[src/link_regs.svh]
// Purpose: register offsets, field positions and reset values of the port link registers
// Assumes: byte offsets in port_config_function configuration space
// Notes:   definitions only
`ifndef LINK_REGS_SVH
`define LINK_REGS_SVH

// register byte offsets
`define LINK_CAP_OFF        8'h70
`define LINK_CTL_OFF        8'h74
`define LINK_STS_OFF        8'h76

// link_control field positions
`define CTL_EXT_SYNC_BIT    7
`define CTL_COMMON_CLK_BIT  6
`define CTL_RETRAIN_BIT     5
`define CTL_DISABLE_BIT     4
`define CTL_RCB_BIT         3
`define CTL_ASPM_LSB        0

// reset values
`define LINK_CTL_RESET      16'h0000
`define LINK_STS_RESET      16'h1001

// link_status constant fields
`define STS_SLOT_CLK        1'h1
`define STS_SPEED_2G5       4'h1
`define STS_WIDTH_NONE      6'h00
`define STS_WIDTH_X1        6'h01
`define STS_WIDTH_X4        6'h04
`define STS_WIDTH_X8        6'h08

// link capabilities fields
`define CAP_PORT_NUM        8'h02
`define CAP_L1_EXIT         3'h7
`define CAP_L0S_EXIT_ASYNC  3'h6
`define CAP_L0S_EXIT_COMMON 3'h2
`define CAP_ASPM_SUPPORT    2'h1
`define CAP_MAX_WIDTH       6'h08
`define CAP_MAX_SPEED       4'h1

// read data of a disabled port
`define ABORT_DATA          32'hffffffff

`endif

[src/link_pkg.sv]
// Purpose: shared types of the port link register block
// Assumes: nothing beyond the register header
// Notes:   all state structs live here
package link_pkg;

  // training state machine states reported by the physical layer
  typedef enum logic [2:0] {
    LT_DETECT   = 3'b000,
    LT_POLLING  = 3'b001,
    LT_CONFIG   = 3'b010,
    LT_L0       = 3'b011,
    LT_RECOVERY = 3'b100,
    LT_L1       = 3'b101,
    LT_DISABLED = 3'b110
  } ltssm_t;

  // transaction kinds routed to the port
  typedef enum logic [1:0] {
    TK_POSTED_WR = 2'b00,
    TK_IO_WR     = 2'b01,
    TK_READ      = 2'b10,
    TK_OTHER     = 2'b11
  } txn_kind_t;

  // completion status made for a downed link
  typedef enum logic [1:0] {
    CS_DONE         = 2'b00,
    CS_MASTER_ABORT = 2'b01
  } cpl_status_t;

  // request routed to the port
  typedef struct packed {
    txn_kind_t   kind;
    logic [7:0]  tag;
  } txn_req_t;

  // completion made locally
  typedef struct packed {
    cpl_status_t status;
    logic [7:0]  tag;
    logic [31:0] data;
  } cpl_t;

  // software controls held in link_control
  typedef struct packed {
    logic       ext_sync;
    logic       common_clk;
    logic       link_disable;
    logic [1:0] aspm;
  } link_ctl_t;

  // state of the abort responder
  typedef struct packed {
    logic     cpl_valid;
    cpl_t     cpl;
    logic     drop;
    logic     fwd_valid;
    txn_req_t fwd;
  } resp_state_t;

  // state of the register block
  typedef struct packed {
    link_ctl_t   ctl;
    logic        retrain;
    logic        training;
    logic        train_err;
    logic [5:0]  width;
    ltssm_t      prev_lt;
    logic [31:0] rdata;
    logic        rvalid;
  } regs_state_t;

endpackage : link_pkg

[src/port_abort_responder.sv]
// Purpose: routes decoded transactions to the link or answers them locally when the link is down
// Assumes: requests come from logic on the same clock
// Notes:   one request per cycle, answered one cycle later
`timescale 1ns/1ps
`default_nettype none
`include "link_regs.svh"

module port_abort_responder
  import link_pkg::*;
(
  // clock and reset
  input  wire logic     sys_clk_in,
  input  wire logic     resetn_in,
  // control
  input  wire logic     link_disable_in,
  // routed request
  input  wire logic     req_valid_in,
  input  wire txn_req_t req_in,
  // local answer
  output var  logic     cpl_valid_out,
  output var  cpl_t     cpl_out,
  output var  logic     drop_out,
  // request toward a live link
  output var  logic     fwd_valid_out,
  output var  txn_req_t fwd_out
);

  resp_state_t s_r;   // registered state
  resp_state_t s_nxt; // next state

  ////////////////////////////////////////////////////////////////////////
  // next state: every routed request lands here, decode is untouched
  always_comb begin
    s_nxt           = '0;
    s_nxt.fwd       = req_in;
    s_nxt.cpl.tag   = req_in.tag;
    if (req_valid_in && !link_disable_in) begin
      // live link: pass through
      s_nxt.fwd_valid = 1'b1;
    end else if (req_valid_in) begin
      case (req_in.kind)
        TK_POSTED_WR: begin
          s_nxt.drop = 1'b1;
        end
        TK_IO_WR: begin
          s_nxt.cpl_valid  = 1'b1;
          s_nxt.cpl.status = CS_DONE;
        end
        default: begin
          s_nxt.cpl_valid  = 1'b1;
          s_nxt.cpl.status = CS_MASTER_ABORT;
          s_nxt.cpl.data   = `ABORT_DATA;
        end
      endcase
    end
  end

  ////////////////////////////////////////////////////////////////////////
  // state register
  always_ff @(posedge sys_clk_in or negedge resetn_in) begin
    if (!resetn_in) begin
      s_r <= '0;
    end else begin
      s_r <= s_nxt;
    end
  end

  // outputs straight from flops
  assign cpl_valid_out = s_r.cpl_valid;
  assign cpl_out       = s_r.cpl;
  assign drop_out      = s_r.drop;
  assign fwd_valid_out = s_r.fwd_valid;
  assign fwd_out       = s_r.fwd;

endmodule : port_abort_responder
`default_nettype wire

[src/port_link_ctl_sts.sv]
// What this block does
// - ext sync bit extends fts, ts2
// - common clock bit read/write
// - common clock switches l0s latency 110->010
// - writing one to retrain starts retraining
// - retrain bit always reads zero
// - disable bit downs link, reset zero
// - disabled port still decodes, aborts locally
// - disabled: reads master abort, all ones
// - completion boundary bit reads zero
// - aspm control two bits, 00 disabled
// - slot clock status reads one
// - training bit set in config/recovery
// - training bit clears on reaching l0
// - training error on config/recovery to detect
// - negotiated width x1, x4, x8
// - link speed reads 1h
//
// Purpose: link control, link status and link capability registers of one root port
// Assumes: dword config access; physical and transaction layers on the same clock
// Notes:   read data returns one cycle after the read strobe
//          link_control and link_status share the dword at 0x74
//          the capability dword at 0x70 follows the common clock bit
//          status bits follow the link state sampled at each edge
//          a disabled link keeps its decode and answers locally
//          only the low control byte holds storage
//          all outputs come straight from flops
`timescale 1ns/1ps
`default_nettype none
`include "link_regs.svh"

module port_link_ctl_sts
  import link_pkg::*;
(
  // clock and reset
  input  wire logic        sys_clk_in,
  input  wire logic        resetn_in,
  // configuration access
  input  wire logic [7:0]  cfg_addr_in,
  input  wire logic [3:0]  cfg_be_in,
  input  wire logic        cfg_wr_in,
  input  wire logic        cfg_rd_in,
  input  wire logic [31:0] cfg_wdata_in,
  output var  logic [31:0] cfg_rdata_out,
  output var  logic        cfg_rvalid_out,
  // physical layer status
  input  wire ltssm_t      ltssm_state_in,
  input  wire logic [5:0]  phy_width_in,
  // physical layer control
  output var  logic        retrain_req_out,
  output var  logic        link_disable_out,
  output var  logic        ext_sync_out,
  output var  logic        common_clk_out,
  output var  logic [1:0]  aspm_ctl_out,
  output var  logic [2:0]  l0s_exit_lat_out,
  // routed transactions
  input  wire logic        req_valid_in,
  input  wire txn_req_t    req_in,
  output var  logic        cpl_valid_out,
  output var  cpl_t        cpl_out,
  output var  logic        drop_out,
  output var  logic        fwd_valid_out,
  output var  txn_req_t    fwd_out
);

  ////////////////////////////////////////////////////////////////////////
  // state: every register field lives in one struct
  // one comb block fills the copy, one clocked block stores it

  regs_state_t s_r;   // registered state
  regs_state_t s_nxt; // next state

  ////////////////////////////////////////////////////////////////////////
  // helpers, shared by the images and the next state

  // true while training passes through config or recovery
  // polling is left out, only these two states raise the bit
  function automatic logic in_training(input ltssm_t st);
    in_training = (st == LT_CONFIG) || (st == LT_RECOVERY);
  endfunction : in_training

  // advertised l0s exit latency for the clocking mode
  // used by the capability image and the latency output alike
  function automatic logic [2:0] l0s_lat(input logic common);
    l0s_lat = common ? `CAP_L0S_EXIT_COMMON : `CAP_L0S_EXIT_ASYNC;
  endfunction : l0s_lat

  // only the x1, x4 and x8 widths are reported
  // reserved codes from the phy read back as no link
  function automatic logic [5:0] legal_width(input logic [5:0] w);
    case (w)
      `STS_WIDTH_X1, `STS_WIDTH_X4, `STS_WIDTH_X8: legal_width = w;
      default:                                      legal_width = `STS_WIDTH_NONE;
    endcase
  endfunction : legal_width

  // true when a byte address falls in the dword at off, lanes ignored
  function automatic logic dword_hit(input logic [7:0] addr, input logic [7:0] off);
    dword_hit = (addr[7:2] == off[7:2]);
  endfunction : dword_hit

  ////////////////////////////////////////////////////////////////////////
  // register images

  logic [15:0] ctl_image; // link_control as read
  logic [15:0] sts_image; // link_status as read
  logic [31:0] cap_image; // link capabilities as read

  // control half: stored fields plus bits that read zero
  always_comb begin
    ctl_image = 16'h0000;
    ctl_image[`CTL_EXT_SYNC_BIT]   = s_r.ctl.ext_sync;
    ctl_image[`CTL_COMMON_CLK_BIT] = s_r.ctl.common_clk;
    ctl_image[`CTL_RETRAIN_BIT]    = 1'b0;
    ctl_image[`CTL_DISABLE_BIT]    = s_r.ctl.link_disable;
    ctl_image[`CTL_RCB_BIT]        = 1'b0;
    ctl_image[`CTL_ASPM_LSB +: 2]  = s_r.ctl.aspm;
  end

  // status half: fixed fields around the live link state
  always_comb begin
    // bit 12 slot clock, 11 training, 10 error, 9:4 width, 3:0 speed
    // reserved status bits zero
    sts_image = {3'h0,
                 `STS_SLOT_CLK,
                 s_r.training,
                 s_r.train_err,
                 s_r.width,
                 `STS_SPEED_2G5};
  end

  // capability dword, only the l0s latency field moves
  always_comb begin
    // port, l1 latency, aspm support, width and speed fixed
    cap_image = {`CAP_PORT_NUM, 6'h00, `CAP_L1_EXIT, l0s_lat(s_r.ctl.common_clk),
                 `CAP_ASPM_SUPPORT, `CAP_MAX_WIDTH, `CAP_MAX_SPEED};
  end

  ////////////////////////////////////////////////////////////////////////
  // next state
  // training, error and width all look at one sampled state,
  // so they never disagree about which edge a change belongs to

  logic ctl_hit; // access to the control/status dword
  logic cap_hit; // access to the capability dword

  // dword decode of the config address
  always_comb begin
    ctl_hit = dword_hit(cfg_addr_in, `LINK_CTL_OFF);
    cap_hit = dword_hit(cfg_addr_in, `LINK_CAP_OFF);
  end

  // next value of every field; strobes fall back each cycle
  always_comb begin
    // default: every stored field holds
    s_nxt         = s_r;
    s_nxt.retrain = 1'b0;
    s_nxt.rvalid  = 1'b0;
    // keep the state seen at this edge for the detect edge below
    s_nxt.prev_lt = ltssm_state_in;

    // control writes, low byte only holds fields
    // retrain, boundary and reserved bits have no storage behind them
    // a write with be[0] low leaves every control field untouched
    if (cfg_wr_in && ctl_hit && cfg_be_in[0]) begin
      s_nxt.ctl.ext_sync     = cfg_wdata_in[`CTL_EXT_SYNC_BIT];
      s_nxt.ctl.common_clk   = cfg_wdata_in[`CTL_COMMON_CLK_BIT];
      s_nxt.ctl.link_disable = cfg_wdata_in[`CTL_DISABLE_BIT];
      s_nxt.ctl.aspm         = cfg_wdata_in[`CTL_ASPM_LSB +: 2];
      s_nxt.retrain          = cfg_wdata_in[`CTL_RETRAIN_BIT];
    end
    // high control byte and status writes ignored

    if (in_training(ltssm_state_in)) begin
      s_nxt.training = 1'b1;
    end else if (ltssm_state_in == LT_L0) begin
      s_nxt.training = 1'b0;
    end else begin
      // other states hold it, e.g. detect after a failure
      s_nxt.training = s_r.training;
    end

    // failed training error
    // compares with the previous sample, so a one-edge hop is caught
    if (in_training(s_r.prev_lt) && ltssm_state_in == LT_DETECT) begin
      s_nxt.train_err = 1'b1;
    end else if (ltssm_state_in == LT_L0) begin
      // successful training clears it
      s_nxt.train_err = 1'b0;
    end else begin
      // no set and no clear: hold
      s_nxt.train_err = s_r.train_err;
    end

    // negotiated width
    // width lines mean nothing outside l0, so only l0 loads them
    if (ltssm_state_in == LT_L0) begin
      // reserved codes become no link
      s_nxt.width = legal_width(phy_width_in);
    end else if (ltssm_state_in == LT_DETECT) begin
      s_nxt.width = `STS_WIDTH_NONE;
    end else begin
      // training and low power states keep the last width
      s_nxt.width = s_r.width;
    end

    // read path, unmapped dwords read zero
    // the image is taken before a write on the same edge lands
    if (cfg_rd_in) begin
      s_nxt.rvalid = 1'b1;
      if (ctl_hit) begin
        // status above control in one dword
        s_nxt.rdata = {sts_image, ctl_image};
      end else if (cap_hit) begin
        // capability dword
        s_nxt.rdata = cap_image;
      end else begin
        // unmapped address
        s_nxt.rdata = 32'h00000000;
      end
    end
  end

  ////////////////////////////////////////////////////////////////////////
  // state register
  always_ff @(posedge sys_clk_in or negedge resetn_in) begin
    if (!resetn_in) begin
      // disable resets zero
      // constants only here; prev_lt at detect avoids a false error
      s_r          <= '0;
      s_r.ctl      <= '0;
      s_r.prev_lt  <= LT_DETECT;
      s_r.width    <= `STS_WIDTH_NONE;
    end else begin
      // register the next state
      s_r <= s_nxt;
    end
  end

  ////////////////////////////////////////////////////////////////////////
  // outputs, all from flops
  // config read answer
  assign cfg_rdata_out    = s_r.rdata;
  assign cfg_rvalid_out   = s_r.rvalid;
  assign retrain_req_out  = s_r.retrain;
  assign link_disable_out = s_r.ctl.link_disable;
  assign ext_sync_out     = s_r.ctl.ext_sync;
  assign common_clk_out   = s_r.ctl.common_clk;
  assign aspm_ctl_out     = s_r.ctl.aspm;
  logic [2:0] l0s_lat_r; // registered advertised latency
  // latency from the next state, moves with common_clk_out
  always_ff @(posedge sys_clk_in or negedge resetn_in) begin
    if (!resetn_in) begin
      // asynchronous clocking after reset
      l0s_lat_r <= `CAP_L0S_EXIT_ASYNC;
    end else begin
      l0s_lat_r <= l0s_lat(s_nxt.ctl.common_clk);
    end
  end
  assign l0s_exit_lat_out = l0s_lat_r;

  ////////////////////////////////////////////////////////////////////////
  // decode unchanged, local abort
  // the responder sees the registered disable, one edge after the write
  port_abort_responder u_resp (
    .sys_clk_in      (sys_clk_in),
    .resetn_in       (resetn_in),
    .link_disable_in (s_r.ctl.link_disable),
    .req_valid_in    (req_valid_in),
    .req_in          (req_in),
    .cpl_valid_out   (cpl_valid_out),
    .cpl_out         (cpl_out),
    .drop_out        (drop_out),
    .fwd_valid_out   (fwd_valid_out),
    .fwd_out         (fwd_out)
  );

endmodule : port_link_ctl_sts
`default_nettype wire

[config.mk]
export PLATFORM = sky130hd
export DESIGN_NAME = port_link_ctl_sts
export DESIGN_NICKNAME = d
export VERILOG_FILES = /design/src/link_pkg.sv /design/src/port_abort_responder.sv /design/src/port_link_ctl_sts.sv
export VERILOG_INCLUDE_DIRS = /design/src
export SDC_FILE = /design/constraint.sdc
export NUM_CORES = 1
export LEC_CHECK = 0
export BUFFER_PORTS_ARGS = -buffer_cell sky130_fd_sc_hd__buf_2
export CAP_MARGIN = 10
export CORE_ASPECT_RATIO = 0.7
export CORE_UTILIZATION = 42
export CTS_CLUSTER_SIZE = 24
export DETAILED_ROUTE_END_ITERATION = 12
export GPL_ROUTABILITY_DRIVEN = 0
export PLACE_DENSITY_LB_ADDON = 0.1
export SLEW_MARGIN = 20
export SYNTH_ARGS = -nofsm -noshare
export SYNTH_HDL_FRONTEND = slang
export SYNTH_HIERARCHICAL = 1
export SYNTH_SLANG_ARGS = --single-unit
[constraint.sdc]
create_clock -name sys_clk_in -period 1.65 [get_ports sys_clk_in]
set_input_delay 0.33 -clock sys_clk_in [delete_from_list [all_inputs] [get_ports sys_clk_in]]
set_output_delay 0.33 -clock sys_clk_in [all_outputs]
set_load 0.005 [all_outputs]
==> results <==
- The worst reg-to-reg setup slack is 800 ps.
- The predominant post-synthesis flop cell is sky130_fd_sc_hd__dfrtp_1.
- The synthesized design contains 50 register bits.
- The first global-routing pass estimated 6837 um of wire.
- For the worst setup path, the data arrival time is 1060 ps.
- The internal power of the cells totals 1.877 mW.
- The post-synthesis instance total is 226.
- The CTS sink count is 50.
- The hold-critical path endpoint is u_resp/fwd_out[7].
- The largest single stage delay on the critical path is 580 ps.
- Along the worst path, the maximum fanout reaches 33.
- The initial antenna violation count is 0.
- The design draws 2.404 mW.
- Counting instances, the worst hold path has a depth of 1.
- In this run the worst hold path is classified as in2reg.
- The number of warnings reported in the yosys synthesis log is 6.
- The number of global-route vias before repair is 1365.
- The H-tree was split into 2 levels.
- 0 antenna diodes ended up in the layout.
- The area growth from synthesis to layout is 12.03%.
- The startpoint identified for the worst register-to-register timing path is link_disable_out.
- The power share of the combinational group is 9.9%.
- The die covers 6132 um2.
- Across all layers, the routed design uses 1536 vias.
- The flow ran to the end, and the final reports show no timing, DRC or antenna violations.
- Entering global routing, the biggest net connects 34 pins.
- The tool flagged a number of max-cap violations equal to 0.
- The worst setup path is launched from a flip-flop.
- For the worst flop-to-flop path, the logic depth is 1.
- Once layout is complete, the utilization of the core stands at 50.48%.
- The clock passes through at most 2 buffers.
- Of all flip-flops after synthesis, the portion carrying an async set or reset was 100.0%.
- Headroom to the max-slew limit came out at 61.31%.
- The total power density per cell area is 878.0 nW/um2.
- By startpoint and endpoint, the worst setup path is classified as reg2out.
- The placeable core area is 5423 um2.
- After clock tree synthesis, the clock-pin slew on the worst setup and hold paths is 90 ps.
- The final number of setup-violating endpoints is 0.
- The start point of the worst hold path is req_in[7].
- The die boundary height is 65.82 um.
- The per-cell routed wire length is 11.81 um.
- Once detail routing completed, the nets flagged for antenna violations numbered 0.
- The share of total power in the clock network is 36.0%.
- The commonest non-fill, non-tap cell in the layout is sky130_fd_sc_hd__buf_2.
- The final period utilization is 84.20%.
- The sort of element at the end of the critical path is an output pin.
- TritonCTS built the clock tree.
- The number of port buffers is 118.
- Sequential cells burn 54.1% of the power.
- The signal on the critical path passes through buf_2.
- The number of max-slew violations in the final report came to 0.
- Clock latency on the worst-skew pair, taken at its later pin, is 300 ps.
- The switching power is 0.5265 mW.
- For this run, the detailed router's first-pass iteration total came to 4.
- The placed wire-length estimate after detailed placement is 3302 um.
- For this run, the register share of the synthesized area comes to 51.25%.
- At the end of the flow, the number of nets in the layout was 354.
- The transition time of the tightest slew-check pin is 580.4 ps.
- Clock tree synthesis selected as its root buffer the cell sky130_fd_sc_hd__clkbuf_8.
- The worst setup slack before clock tree synthesis is 87.04 ps.
- The filler-free cell count of the finished design is 359.
- Counting tap cells, the placed design contains a total of 350 instances.
- The family with the most delay on the worst path is flip-flops.
- The slowest stage cell on the critical path is sky130_fd_sc_hd__dfrtp_2.
- In this run the static leakage power is 1.534 nW.
- The remaining global-route overflow is 0.
- In this run the critical register-to-register path is captured at link_disable_out.
- The least setup slack across all paths after layout is 260.7 ps.
- The post-route netlist has 49.48% of its cells at a drive strength greater than 1.
- The number of buffers and inverters on the critical path is 1.
- The distinct cell type count after synthesis is 33.
- The global-route usage over all layers is 14.75%.
- Summed over all failing endpoints, the final setup total negative slack is 0 ps.
- The post-synth design cell area is 2444 um2.
- The net switching fraction of the power is 21.90%.
- In the layout the commonest cells are sky130_fd_sc_hd__buf_2, sky130_fd_sc_hd__dfrtp_1, sky130_fd_sc_hd__inv_1.
- Setup repair after global routing left no endpoint under its margin.
- The number of hold violations in the final report is 0.
- The top achievable clock speed is 719.8 MHz.
- The post-route clock skew is 9.231 ps.
- In the routed design, unresolved DRC markers number 0.
- The DRC violation total after the first TritonRoute iteration is 37.
- Counting I/O delays and the setup requirement, the final critical path takes 1389 ps.
- Summed over all layers, the routed wires come to 4240 um.
- The initialized floorplan defines 22 standard-cell rows.
- The die is 93.17 um wide.
- The number of flops mapped to enable cells by yosys is 0.
- The number of clock buffers inserted by TritonCTS is 5.
- At the worst endpoint, the required time is 1320 ps.
- For this configuration, the core starts out at a cell density of 45.06%.
- The post-synthesis average cell area is 10.81 um2.
- The largest vdd supply drop is 0.0003964 V.
- 165 I/O pins were placed.
- Dividing the detail-routed via count by the number of cells gives 4.279.
- The number of setup buffers added after CTS is 0.
==> cell type report <==
class | instances | area, um2
fillers | 534 | 2685
flip-flops and latches | 50 | 1254
repair buffers | 124 | 650.6
multi-input cells | 85 | 551.8
well taps | 72 | 90.09
clock buffers | 7 | 86.33
inverters | 20 | 75.07
clock inverters | 1 | 30.03
==> power groups by stage <==
stage | combinational [mW] | clock, mW | sequential (mW)
finish | 0.238 | 0.865 | 1.30
global route | 0.269 | 0.940 | 1.31
CTS | 0.244 | 0.895 | 1.30
detailed placement | 0.242 | 0 | 1.32
global placement | 0.240 | 0 | 1.32
floorplan | 0.155 | 0 | 1.32
==> cells in the mapped netlist (2+ instances only) <==
master | number | share of area (%)
sky130_fd_sc_hd__buf_4 | 77 | 24
sky130_fd_sc_hd__dfrtp_1 | 49 | 50
sky130_fd_sc_hd__inv_1 | 20 | 3.1
sky130_fd_sc_hd__o22ai_1 | 15 | 3.8
sky130_fd_sc_hd__nand3_1 | 11 | 2.3
sky130_fd_sc_hd__o21ai_0 | 7 | 1.4
sky130_fd_sc_hd__mux2_2 | 6 | 2.8
sky130_fd_sc_hd__and2_1 | 4 | 1.0
sky130_fd_sc_hd__clkbuf_1 | 4 | 0.61
sky130_fd_sc_hd__conb_1 | 3 | 0.46
sky130_fd_sc_hd__a32o_1 | 2 | 0.82
sky130_fd_sc_hd__mux2i_1 | 2 | 0.82
sky130_fd_sc_hd__nand2_1 | 2 | 0.31
sky130_fd_sc_hd__nor2_1 | 2 | 0.31
sky130_fd_sc_hd__nor2b_1 | 2 | 0.51
sky130_fd_sc_hd__nor3_1 | 2 | 0.41
sky130_fd_sc_hd__xnor2_1 | 2 | 0.72
==> sequential cells by signal, summed over array words and instances (netlist names), named ones only <==
name and count:
cfg_rdata_out 17, u_resp/fwd_valid_out 1, u_resp/drop_out 1, u_resp/cpl_out 1
u_resp/cpl_valid_out 1, aspm_ctl_out 2, s_r 11, link_disable_out 1
cfg_rvalid_out 1, l0s_exit_lat_out 1, retrain_req_out 1, u_resp/fwd_out 10
ext_sync_out 1
==> per-layer routing <==
metal / vias up / global-route usage (%) / part of all wire, %
li1: 759 / - / -
met1: 705 / 21.43 / 50
met2: 67 / 20.40 / 42
met3: 5 / 4.828 / 7.3
met4: 0 / 5.192 / 1.0
met5: - / 0 / 0
==> metrics by stage <==
| step | hold WS (ps) | area (um2) |
|---|---|---|
| after detailed placement | 302.6 | 2610 |
| after global routing | 122.5 | 2738 |
| after global placement | 303.5 | 2610 |
| after CTS | 121.2 | 2736 |
| final | 131.9 | 2738 |
| after floorplan | 34.41 | 2489 |
==> how the worst max path moves through the flow <==
stage / from / cells past startpoint / slack (ps) / to
5_1_grt: u_resp/cpl_out[40] / 1 / 130 / cpl_out[22]
3_3_place_gp: cfg_addr_in[3] / 4 / 90 / ext_sync_out
2_1_floorplan: u_resp/cpl_out[40] / 1 / 300 / cpl_out[10]
3_5_place_dp: cfg_addr_in[3] / 4 / 90 / ext_sync_out
6_report: u_resp/cpl_out[40] / 1 / 260 / cpl_out[27]
4_1_cts: u_resp/cpl_out[40] / 1 / 20 / cpl_out[3]
==> kinds of logic (layout without fill, tap and decap cells) <==
| family | count (synthesis) | in the layout | share of synthesized area [%] |
|---|---|---|---|
| other | 3 | 15 | 0.4608 |
| XOR/XNOR | 3 | 3 | 1.075 |
| AND/OR/NAND/NOR | 32 | 32 | 8.551 |
| multiplexers | 8 | 8 | 3.584 |
| AO/OA/AOI/OAI | 27 | 27 | 7.066 |
| buffers and inverters | 103 | 152 | 28.01 |
| flip-flops | 50 | 50 | 51.25 |
==> what timing repair did <==
action,4_1_cts,5_1_grt
hold buffers,1,0
endpoints found under the setup margin,0,33
gates resized for setup,0,1
hold endpoints to repair,15,0
(Power assumes the default switching activity.)
